## src/hdl/spcg_defs.svh

```systemverilog
`ifndef SPCG_DEFS_SVH
`define SPCG_DEFS_SVH

// Register byte offsets
`define SPCG_OFF_SYS_ENABLE 8'h00
`define SPCG_OFF_SYS_DISABLE 8'h04
`define SPCG_OFF_SYS_STATE 8'h08
`define SPCG_OFF_PER_ENABLE 8'h10
`define SPCG_OFF_PER_DISABLE 8'h14
`define SPCG_OFF_PER_STATE 8'h18
`define SPCG_OFF_OSC_CONTROL 8'h20
`define SPCG_OFF_OSC_STATUS 8'h68

// System clock register fields
`define SPCG_BIT_CPU 0
`define SPCG_BIT_USB 7
`define SPCG_BIT_PROG_LO 8
`define SPCG_BIT_PROG_HI 10

// Oscillator control fields, and the stable bit of the oscillator status register
`define SPCG_BIT_OSC_ENABLE 0
`define SPCG_BIT_OSC_BYPASS 1
`define SPCG_BIT_OSC_COUNT_LO 8
`define SPCG_BIT_OSC_COUNT_HI 15
`define SPCG_BIT_OSC_STABLE 0

// Start-up count is in units of eight slow clock cycles
`define SPCG_OSC_SCALE_SHIFT 3

// Reset values
`define SPCG_RST_CPU 1'b1
`define SPCG_RST_USB 1'b0
`define SPCG_RST_PROG 3'h0
`define SPCG_RST_PERIPH 32'h0000_0000
`define SPCG_RST_OSC_COUNT 8'h00

// Identifiers 0 and 1 have no gate
`define SPCG_PERIPH_MASK 32'hFFFF_FFFC

// Timing: core clock and slow clock rates in Hz
`define SPCG_CLK_HZ 125000000
`define SPCG_SLOW_CLK_HZ 32768

`endif

```

## src/hdl/spcg_pkg.sv

```systemverilog
`include "spcg_defs.svh"

package spcg_pkg;

    typedef enum logic [1:0]
    {
        OSC_OFF = 2'b00,
        OSC_COUNT = 2'b01,
        OSC_READY = 2'b10,
        OSC_BYPASS = 2'b11
    } spcg_osc_state_type;

    typedef struct packed
    {
        logic cpu;
        logic usb;
        logic [2:0] prog;
        logic [31:0] periph;
        logic osc_en;
        logic osc_byp;
        logic [7:0] osc_cnt;
        logic osc_restart;
        logic [31:0] rdata;
        logic ready;
        logic slverr;
    } spcg_state_type;

    typedef struct packed
    {
        spcg_osc_state_type mode;
        logic [15:0] div;
        logic [10:0] count;
        logic stable;
    } spcg_osc_reg_type;

endpackage : spcg_pkg

```

## src/hdl/spcg_osc_if.sv

```systemverilog
interface spcg_osc_if;
    logic enable;
    logic bypass;
    logic restart;
    logic [7:0] startup_count;
    logic stable;

    modport ctrl
    (
        output enable,
        output bypass,
        output restart,
        output startup_count,
        input stable
    );

    modport osc
    (
        input enable,
        input bypass,
        input restart,
        input startup_count,
        output stable
    );
endinterface : spcg_osc_if

```

## src/hdl/spcg_osc_startup.sv

```systemverilog
`include "spcg_defs.svh"

module spcg_osc_startup
#(
    parameter int SLOW_DIV = `SPCG_CLK_HZ / `SPCG_SLOW_CLK_HZ
)
(
    // Clock and reset
    input wire logic clk_in,
    input wire logic rst_n_in,
    // Oscillator control
    spcg_osc_if.osc osc_port
);
    import spcg_pkg::*;

    spcg_osc_reg_type cur;
    spcg_osc_reg_type next_cur;

    always_comb
    begin
        logic tick;
        logic [10:0] target;
        tick = 1'b0;
        target = 11'({3'h0, osc_port.startup_count} << `SPCG_OSC_SCALE_SHIFT);
        next_cur = cur;
        // Slow clock enable pulse
        if (cur.div == 16'(SLOW_DIV - 1))
        begin
            next_cur.div = 16'h0000;
            tick = 1'b1;
        end
        else
        begin
            next_cur.div = cur.div + 16'h0001;
        end
        if (osc_port.bypass)
        begin
            next_cur.mode = OSC_BYPASS;
            next_cur.stable = 1'b1;
        end
        else if (!osc_port.enable)
        begin
            next_cur.mode = OSC_OFF;
            next_cur.stable = 1'b0;
            next_cur.count = 11'h000;
        end
        else if (osc_port.restart || cur.mode == OSC_OFF || cur.mode == OSC_BYPASS)
        begin
            next_cur.mode = OSC_COUNT;
            next_cur.stable = 1'b0;
            next_cur.count = 11'h000;
        end
        else
        begin
            case (cur.mode)
                OSC_COUNT:
                begin
                    // wait count times eight slow cycles
                    if (cur.count >= target)
                    begin
                        next_cur.mode = OSC_READY;
                        next_cur.stable = 1'b1;
                    end
                    else if (tick)
                    begin
                        next_cur.count = cur.count + 11'h001;
                    end
                end
                OSC_READY:
                begin
                    next_cur.stable = 1'b1;
                end
                default:
                begin
                    next_cur.mode = OSC_OFF;
                    next_cur.stable = 1'b0;
                end
            endcase
        end
    end

    always_ff @(posedge clk_in or negedge rst_n_in)
    begin
        if (!rst_n_in)
        begin
            cur <= '{mode: OSC_OFF, div: 16'h0000, count: 11'h000, stable: 1'b0};
        end
        else
        begin
            cur <= next_cur;
        end
    end

    assign osc_port.stable = cur.stable;

endmodule : spcg_osc_startup

```

## src/hdl/spcg_clock_gating.sv

```systemverilog
// Decided for this implementation: the register offsets and the APB interface to the registers.
`include "spcg_defs.svh"

module spcg_clock_gating
#(
    parameter int SLOW_DIV = `SPCG_CLK_HZ / `SPCG_SLOW_CLK_HZ,
    parameter logic [31:0] PERIPH_IMPL = `SPCG_PERIPH_MASK
)
(
    // Clock and reset
    input wire logic clk_in,
    input wire logic rst_n_in,
    // APB slave
    input wire logic psel_in,
    input wire logic penable_in,
    input wire logic pwrite_in,
    input wire logic [7:0] paddr_in,
    input wire logic [31:0] pwdata_in,
    output logic [31:0] prdata_out,
    output logic pready_out,
    output logic pslverr_out,
    // Gate enables
    output logic cpu_clock_gate_out,
    output logic usb_device_clock_gate_out,
    output logic [2:0] programmable_output_gate_out,
    output logic [31:0] peripheral_gate_bit_out,
    // Main oscillator
    output logic main_osc_enable_out,
    output logic main_osc_bypass_out,
    output logic main_osc_stable_flag_out
);
    import spcg_pkg::*;

    spcg_state_type cur;
    spcg_state_type next_cur;
    logic stable_q;
    logic next_stable_q;

    spcg_osc_if osc_link();

    function automatic logic reg_hit(input logic [7:0] addr, input logic [7:0] off);
        reg_hit = (addr[7:2] == off[7:2]);
    endfunction : reg_hit

    function automatic logic reg_mapped(input logic [7:0] addr);
        reg_mapped = reg_hit(addr, `SPCG_OFF_SYS_ENABLE) || reg_hit(addr, `SPCG_OFF_SYS_DISABLE)
            || reg_hit(addr, `SPCG_OFF_SYS_STATE) || reg_hit(addr, `SPCG_OFF_PER_ENABLE)
            || reg_hit(addr, `SPCG_OFF_PER_DISABLE) || reg_hit(addr, `SPCG_OFF_PER_STATE)
            || reg_hit(addr, `SPCG_OFF_OSC_CONTROL) || reg_hit(addr, `SPCG_OFF_OSC_STATUS);
    endfunction : reg_mapped

    // Processor, USB and programmable gates as one word
    function automatic logic [31:0] sys_word(input spcg_state_type s);
        sys_word = 32'h0000_0000;
        sys_word[`SPCG_BIT_CPU] = s.cpu;
        sys_word[`SPCG_BIT_USB] = s.usb;
        sys_word[`SPCG_BIT_PROG_HI:`SPCG_BIT_PROG_LO] = s.prog;
    endfunction : sys_word

    function automatic logic [31:0] read_mux(input logic [7:0] addr, input spcg_state_type s,
        input logic stable);
        read_mux = 32'h0000_0000;
        if (reg_hit(addr, `SPCG_OFF_SYS_STATE))
        begin
            read_mux = sys_word(s);
        end
        else if (reg_hit(addr, `SPCG_OFF_PER_STATE))
        begin
            read_mux = s.periph;
        end
        else if (reg_hit(addr, `SPCG_OFF_OSC_CONTROL))
        begin
            read_mux[`SPCG_BIT_OSC_ENABLE] = s.osc_en;
            read_mux[`SPCG_BIT_OSC_BYPASS] = s.osc_byp;
            read_mux[`SPCG_BIT_OSC_COUNT_HI:`SPCG_BIT_OSC_COUNT_LO] = s.osc_cnt;
        end
        else if (reg_hit(addr, `SPCG_OFF_OSC_STATUS))
        begin
            read_mux[`SPCG_BIT_OSC_STABLE] = stable;
        end
        else
        begin
            read_mux = 32'h0000_0000;
        end
    endfunction : read_mux

    always_comb
    begin
        logic do_write;
        logic [31:0] wmask;
        do_write = 1'b0;
        wmask = 32'h0000_0000;
        next_cur = cur;
        next_cur.ready = 1'b0;
        next_cur.slverr = 1'b0;
        next_cur.osc_restart = 1'b0;
        // Access phase: answer one cycle after it opens
        if (psel_in && penable_in && !cur.ready)
        begin
            next_cur.ready = 1'b1;
            next_cur.slverr = !reg_mapped(paddr_in);
            if (!pwrite_in)
            begin
                next_cur.rdata = read_mux(paddr_in, cur, stable_q);
            end
        end
        // Write takes effect at the edge pready is seen high
        do_write = psel_in && penable_in && cur.ready && pwrite_in;
        if (do_write)
        begin
            if (reg_hit(paddr_in, `SPCG_OFF_SYS_ENABLE))
            begin
                next_cur.cpu = cur.cpu | pwdata_in[`SPCG_BIT_CPU];
                next_cur.usb = cur.usb | pwdata_in[`SPCG_BIT_USB];
                next_cur.prog = cur.prog | pwdata_in[`SPCG_BIT_PROG_HI:`SPCG_BIT_PROG_LO];
            end
            else if (reg_hit(paddr_in, `SPCG_OFF_SYS_DISABLE))
            begin
                next_cur.cpu = cur.cpu & ~pwdata_in[`SPCG_BIT_CPU];
                next_cur.usb = cur.usb & ~pwdata_in[`SPCG_BIT_USB];
                next_cur.prog = cur.prog & ~pwdata_in[`SPCG_BIT_PROG_HI:`SPCG_BIT_PROG_LO];
            end
            else if (reg_hit(paddr_in, `SPCG_OFF_PER_ENABLE))
            begin
                wmask = pwdata_in & PERIPH_IMPL & `SPCG_PERIPH_MASK;
                next_cur.periph = cur.periph | wmask;
            end
            else if (reg_hit(paddr_in, `SPCG_OFF_PER_DISABLE))
            begin
                wmask = pwdata_in & PERIPH_IMPL & `SPCG_PERIPH_MASK;
                next_cur.periph = cur.periph & ~wmask;
            end
            else if (reg_hit(paddr_in, `SPCG_OFF_OSC_CONTROL))
            begin
                // enable and bypass stored as written
                next_cur.osc_en = pwdata_in[`SPCG_BIT_OSC_ENABLE];
                next_cur.osc_byp = pwdata_in[`SPCG_BIT_OSC_BYPASS];
                next_cur.osc_cnt = pwdata_in[`SPCG_BIT_OSC_COUNT_HI:`SPCG_BIT_OSC_COUNT_LO];
                next_cur.osc_restart = pwdata_in[`SPCG_BIT_OSC_ENABLE] && !cur.osc_en;
            end
            else
            begin
                next_cur.osc_restart = 1'b0;
            end
        end
        next_stable_q = osc_link.stable;
    end

    always_ff @(posedge clk_in or negedge rst_n_in)
    begin
        if (!rst_n_in)
        begin
            // only processor clock on after reset
            cur <= '{cpu: `SPCG_RST_CPU, usb: `SPCG_RST_USB, prog: `SPCG_RST_PROG,
                periph: `SPCG_RST_PERIPH, osc_en: 1'b0, osc_byp: 1'b0,
                osc_cnt: `SPCG_RST_OSC_COUNT, osc_restart: 1'b0,
                rdata: 32'h0000_0000, ready: 1'b0, slverr: 1'b0};
            stable_q <= 1'b0;
        end
        else
        begin
            cur <= next_cur;
            stable_q <= next_stable_q;
        end
    end

    assign osc_link.enable = cur.osc_en;
    assign osc_link.bypass = cur.osc_byp;
    assign osc_link.restart = cur.osc_restart;
    assign osc_link.startup_count = cur.osc_cnt;

    spcg_osc_startup #(
        .SLOW_DIV(SLOW_DIV)
    ) u_osc (
        .clk_in(clk_in),
        .rst_n_in(rst_n_in),
        .osc_port(osc_link.osc)
    );

    assign prdata_out = cur.rdata;
    assign pready_out = cur.ready;
    assign pslverr_out = cur.slverr;
    // enables move after the rising edge, held through the low phase
    assign cpu_clock_gate_out = cur.cpu;
    assign usb_device_clock_gate_out = cur.usb;
    assign programmable_output_gate_out = cur.prog;
    assign peripheral_gate_bit_out = cur.periph;
    assign main_osc_enable_out = cur.osc_en;
    assign main_osc_bypass_out = cur.osc_byp;
    assign main_osc_stable_flag_out = stable_q;

endmodule : spcg_clock_gating

```

## config.mk

```make
export PLATFORM = sky130hd
export DESIGN_NAME = spcg_clock_gating
export DESIGN_NICKNAME = d
export VERILOG_FILES = /design/src/hdl/spcg_pkg.sv /design/src/hdl/spcg_osc_if.sv /design/src/hdl/spcg_osc_startup.sv /design/src/hdl/spcg_clock_gating.sv
export VERILOG_INCLUDE_DIRS = /design/src /design/src/hdl
export SDC_FILE = /design/constraint.sdc
export NUM_CORES = 1
export LEC_CHECK = 0
export ABC_AREA = 1
export BUFFER_PORTS_ARGS = -buffer_cell sky130_fd_sc_hd__buf_4
export CORE_UTILIZATION = 59
export DETAILED_ROUTE_END_ITERATION = 7
export GPL_TIMING_DRIVEN = 0
export HOLD_SLACK_MARGIN = 0.03
export MAX_ROUTING_LAYER = met4
export PLACE_DENSITY = 0.85
export SYNTH_ARGS = -nofsm -noshare
export SYNTH_HDL_FRONTEND = slang
export SYNTH_HIERARCHICAL = 1
export SYNTH_SLANG_ARGS = --single-unit
```

## constraint.sdc

```tcl
create_clock -name clk_in -period 3.05 [get_ports clk_in]
set_input_delay 0.305 -clock clk_in [delete_from_list [all_inputs] [get_ports clk_in]]
set_output_delay 0.305 -clock clk_in [all_outputs]
set_load 0.03 [all_outputs]
```

==> flow_summary.toml, run 1 <==
[power]
seq_power_share_pct = 55.0
ir_worst_vdd_mv = 0.274
leakagePower_nw = 3.57
pwr_density_cell_nw_per_um2 = 399
p_sw_w = 0.000642
p_int_w = 0.00207
clkPwrFrac_pct = 38.2
p_comb_share_pct = 6.9
power_w = 0.00271
swShare_pct = 23.7

[detailed_routing]
drt-initial-drc-count = 211
post_drt_wl_per_cell_um = 14.0
vias = 4970
wirelength_um = 13200
detail-route-antenna-nets = 0
via_per_inst = 5.29
drc_errors = 0
first_pass_iters = 5

[synth]
synth_area_um2 = 5530
ys_warn_count = 6
ys_ff_latch = 111
synth_cell_types = 32
synth_top_area_cell = "dfrtp_1"
synth_cells = 698
ys_top_cells_by_area = "dfrtp_1 50%, nand2_1 20%, ha_1 3.6%"
ys_seq_area_share_pct = 50.2
syn_area_per_cell_um2 = 7.92
synth.top_cell.area_share_pct = 49.8

[placement]
finalWeightedCongestion = 0.854
dp_hpwl_um = 9570
port_buffers = 114

[finish]
utilization_pct = 76.5
fill_cells = 649
diodes = 0
layout-drive-gt1-share_pct = 21.3
finalNetCount = 887
area_growth_pct = 23.0

[global_routing]
antenna_found_initial = 0
grt_remaining_overflow = 0
grt_pass1_vias = 4642
grt_max_degree = 112
grt_pass1_wl_um = 22400
track_usage_pct = 30.0

[worst_setup_path]
cpMostUsedCell = "nand2_1"
timing.rr.start = "u_osc/cur[28]"
reg2reg_depth = 11
critical_path.endpoint_type = "register"
worstPathRequired_ns = 3.37
worst-path-max-fanout = 7
crit_buf_inv = 3
r2r_setup_slack_ns = 1.09
cp_cell_sequence = "inv_1, ha_1, nor2_1, nand3_1, inv_2, nand2_1, inv_2, nand4_1, nand2_1, nand2_1, nand2_1"
r2r-end = "u_osc/cur[28]"
worstSetupPathType = "register to register"
slowest_delay_ns = 0.42
cp_slowest_cell = "dfrtp_1"
crit_family = "simple AND/OR/NAND/NOR gates"
cp-start-kind = "register"
worst_ep_arrival_time_ns = 2.29

[die]
pin_count = 119
start_util_pct = 62.2
rows = 34
core_um2 = 8890
dieWidth_um = 98.8
die_height_um = 98.8
dieArea_um2 = 9770

[sta]
hold_viol = 0
finalMaxSlewViolations = 0
finalClockSkew_ns = 0.00554
post-route-period-util_pct = 64.4
setup_viol = 0
rsz0062_at_grt = "no"
fmax_mhz = 509
tns_ns = 0
fin_crit_ns = 1.96
hold_slack_ns = 0.125

[cts]
cts_setup_buffers = 0
clk_latency_ns = 0.38
clkTransAtPathRegs_ns = 0.10
cts_tree = "done"
clock-sinks = 111
h-tree-depth = 3
numCtsBuffers = 9
root_buffer = "clkbuf_8"
cts_resized = 0
clock_path_buffers = 2

[flow_run]
maxCapViolCount = 0

[outcome]
status = "finished, final reports clean"

[hold_path]
min_delay_path_depth = 3
min-delay-start = "pwdata_in[12]"
hold_path_class = "input port to register"
min_to = "osc_link.startup_count[4]"
-- synth_stat cells (all sizes together) --
master,n
a21oi,11
buf,11
clkbuf,6
conb,1
dfrtp,110
dfstp,1
ha,16
inv,59
nand2,297
nand3,36
nand4,18
nor2,63
nor3,13
nor3b,1
nor4,2
o21ai,40
o21bai,3
o22ai,1
xor2,9
-- cells by family (layout without fill, tap and decap cells) --
kind of cell	Yosys count	in the layout	synth area share (%)
adders and majority gates	16	16	3.62
buffers and inverters	76	208	6.27
other	1	2	0.0678
xor gates and xnor gates	9	9	1.43
DFF	111	111	50.2
and+or+nand+nor	430	430	33.3
AOI/OAI and AO/OA	55	55	5.13
-- worst min-delay path: cells and delay by family --
kind / cells / cell delay (ns)
and+or+nand+nor: 2 / 0.08
buffers and inverters: 1 / 0.09
-- cell usage in the layout, fill, tap and decap left out, types with 2 or more instances in the layout --
cell type    n
nor2_2       8
ha_1        16
conb_1       2
nand2_4      3
inv_1       52
nand4_1     18
nand3_1     34
buf_4      117
buf_6        6
inv_2        6
nor3_1      12
a21oi_1     11
clkbuf_8    11
clkbuf_2     3
nand2_1    288
dfrtp_1    110
xor2_1       9
o21ai_0      9
nor4_1       2
bufinv_16    2
buf_2        2
nor2_4       4
inv_6        3
nor2_1      51
o21ai_1     31
nand2_2      6
o21bai_1     3
clkbuf_1     3
-- power groups by stage --
| stage | clock [W] | sequential, W | combinational (W) |
|---|---|---|---|
| final | 0.00103 | 0.00149 | 0.000186 |
| after global routing | 0.00110 | 0.00149 | 0.000205 |
| after CTS | 0.00106 | 0.00149 | 0.000182 |
| after detailed placement | 0 | 0.00152 | 0.000182 |
| after global placement | 0 | 0.00152 | 0.000177 |
| after floorplan | 0 | 0.00154 | 0.0000527 |
-- per-layer routing --
layer,global-route usage [%],share of wire (%),up-vias
li1,-,-,2462
met1,40.7,44,2328
met2,47.3,49,162
met3,4.89,5.3,18
met4,7.92,1.3,0
met5,-,0,-
-- how the worst max path moves through the flow --
stage	start	end	slack (ns)	cells past startpoint
after global placement	u_osc/cur[28]	u_osc/cur[29]	1.21	10
after CTS	u_osc/cur[28]	u_osc/cur[28]	1.09	11
final	u_osc/cur[28]	u_osc/cur[28]	1.09	11
after global routing	u_osc/cur[28]	u_osc/cur[28]	0.92	11
after floorplan	osc_link.startup_count[7]	u_osc/cur[8]	1.39	13
after detailed placement	u_osc/cur[28]	u_osc/cur[28]	1.11	11
-- repair_timing --
item | CTS | global route
hold endpoints to repair | 0 | 45
setup endpoints to repair | 0 | 0
hold buffers | 0 | 1
-- stage by stage --
step,area [um^2],instances,setup WS [ns]
2_1_floorplan,5540,699,1.39
3_3_place_gp,6530,921,1.21
3_5_place_dp,6530,921,1.11
4_1_cts,6760,937,1.09
5_1_grt,6810,939,0.918
6_report,6810,939,1.09
-- cell type report --
type | count | area [um^2] | share of cell area, %
plain buffers | 17 | 123 | 1.80
clock buffers | 11 | 151 | 2.22
clock inverters | 5 | 86.3 | 1.27
inverters | 59 | 224 | 3.29
multi-input cells | 512 | 2410 | 35.4
flip-flops and latches | 111 | 2780 | 40.8
well taps | 108 | 135 | 1.99
repair buffers | 116 | 897 | 13.2
No activity file was read; power rests on OpenSTA's default activity.
==> run 2, diff against run 1 <==
CORE_UTILIZATION = 49   (was 59)
PLACE_DENSITY = 0.76   (was 0.85)
clock period = 1.74 ns   (was 3.05 ns; I/O delays follow)
==> flow_summary.toml, run 2 (synthesized netlist as in run 1, its figures left out) <==
[outcome]
status = "finished, final reports clean"

[sta]
fin_crit_ns = 1.72
tns_ns = 0
rsz0062_at_grt = "yes"
tightest_slew_ns = 0.505
hold_viol = 0
finalMaxSlewViolations = 0
post-route-period-util_pct = 99.0
fmax_mhz = 581
setup_viol = 0
hold_slack_ns = 0.0410
finalClockSkew_ns = 0.00707
relSlewSlack_pct = 66.4

[detailed_routing]
vias = 5168
via_per_inst = 5.19
drt-initial-drc-count = 305
post_drt_wl_per_cell_um = 14.2
first_pass_iters = 5
drc_errors = 0
detail-route-antenna-nets = 0
wirelength_um = 14200

[cts]
clock_path_buffers = 2
cts_tree = "done"
root_buffer = "clkbuf_16"
clock-sinks = 111
clk_latency_ns = 0.35
h-tree-depth = 3
clkTransAtPathRegs_ns = 0.07
numCtsBuffers = 9

[worst_setup_path]
worstSetupPathType = "register to register"
cp_slowest_cell = "dfrtp_1"
worstPathRequired_ns = 1.98
worst_ep_arrival_time_ns = 1.96
worst-path-max-fanout = 5
cp-start-kind = "register"
cp_cell_sequence = "ha_1, inv_1, nor3_4, nand2_1, nand3_2, nand2_4, buf_6, nand3_1, nand2_1"
slowest_delay_ns = 0.43
cpMostUsedCell = "nand2_1"
critical_path.endpoint_type = "register"

[finish]
mostFrequentLayoutCells = "285 x nand2_1, 138 x buf_4, 105 x dfrtp_1"
area_growth_pct = 30.2
final_common_cell = "nand2_1"
diodes = 0
layout-drive-gt1-share_pct = 25.8
finalNetCount = 912
fill_cells = 891

[placement]
dp_hpwl_um = 9980
port_buffers = 114
finalWeightedCongestion = 0.915

[die]
dieWidth_um = 108
start_util_pct = 50.6
pin_count = 119
die_height_um = 108
dieArea_um2 = 11700
core_um2 = 10900
rows = 38

[power]
p_int_w = 0.00390
p_comb_share_pct = 6.7
swShare_pct = 23.3
p_sw_w = 0.00119
pwr_density_cell_nw_per_um2 = 706
seq_power_share_pct = 51.4
leakagePower_nw = 3.74
ir_worst_vdd_mv = 0.599
clkPwrFrac_pct = 41.8

[global_routing]
grt_remaining_overflow = 0
antenna_found_initial = 0
track_usage_pct = 25.6
grt_pass1_wl_um = 22500
grt_pass1_vias = 4827
grt_max_degree = 112

[flow_run]
maxCapViolCount = 0

[hold_path]
hold_path_class = "input port to register"
[run 2: critical path, delay by kind of cell (launching register included)]
kind,cells,cell delay [ns]
buffers and inverters,2,0.21
adder cells (fa/ha/maj),1,0.31
flip-flops,1,0.43
AND/OR/NAND/NOR,6,0.66
[run 2: final cells by class]
cell class              count  area, um^2  area share, %
inverters                  59         226           3.15
multi-input cells         512        2490           34.5
clock buffers              10         239           3.32
plain buffers              16         111           1.55
repair buffers            142        1110           15.4
clock inverters             6        68.8          0.956
flip-flops and latches    111        2790           38.7
well taps                 140         175           2.43
[run 2: per-stage QoR]
stage	setup slack (ns)	power, W	utilization (%)	std cells	area, um^2
after CTS	0.0127	0.00509	63.8	978	6980
after global placement	-0.108	0.00298	60.0	953	6570
after detailed placement	-0.162	0.00298	60.0	953	6570
after floorplan	0.0836	0.00279	-	699	5540
final	0.0179	0.00508	65.8	996	7200
after global routing	-0.0799	0.00524	65.8	996	7200
[run 2: power groups by stage]
stage          clock network, W   logic, W  registers (W)
3_3_place_gp                  0   0.000312        0.00266
3_5_place_dp                  0   0.000321        0.00266
4_1_cts                 0.00215   0.000329        0.00261
5_1_grt                 0.00225   0.000375        0.00262
6_report                0.00212   0.000343        0.00261
2_1_floorplan                 0  0.0000924        0.00270
[run 2: path summary, 6_finish.rpt]
check,from,end,slack (ns),depth (start not counted)
worst min register to register,u_osc/osc_port.stable,main_osc_stable_flag_out,0.39,0
max in group asynchronous,rst_n_in,u_osc/cur[2],0.85,3
worst max-delay path,u_osc/cur[9],u_osc/cur[7],0.02,9
min in group asynchronous,rst_n_in,prdata_out[23],0.18,2
worst min-delay path,pwdata_in[14],osc_link.startup_count[6],0.04,3
worst max register to register,u_osc/cur[9],u_osc/cur[7],0.02,9
[run 2: timing repair]
action / 4_1_cts / 5_1_grt
setup buffers: 7 / 16
setup endpoints to repair: 14 / 15
gates resized for setup: 9 / 20
endpoints found under the hold margin: 3 / 110
hold buffers: 3 / 1
pin swaps: 6 / 21
[run 2: metal layers]
layer	vias to the layer above	share of wire, %	global-route usage (%)
li1	2513	-	-
met2	180	49	41.3
met1	2445	43	33.1
met3	30	5.9	3.68
met4	0	2.2	8.88
met5	-	0	-
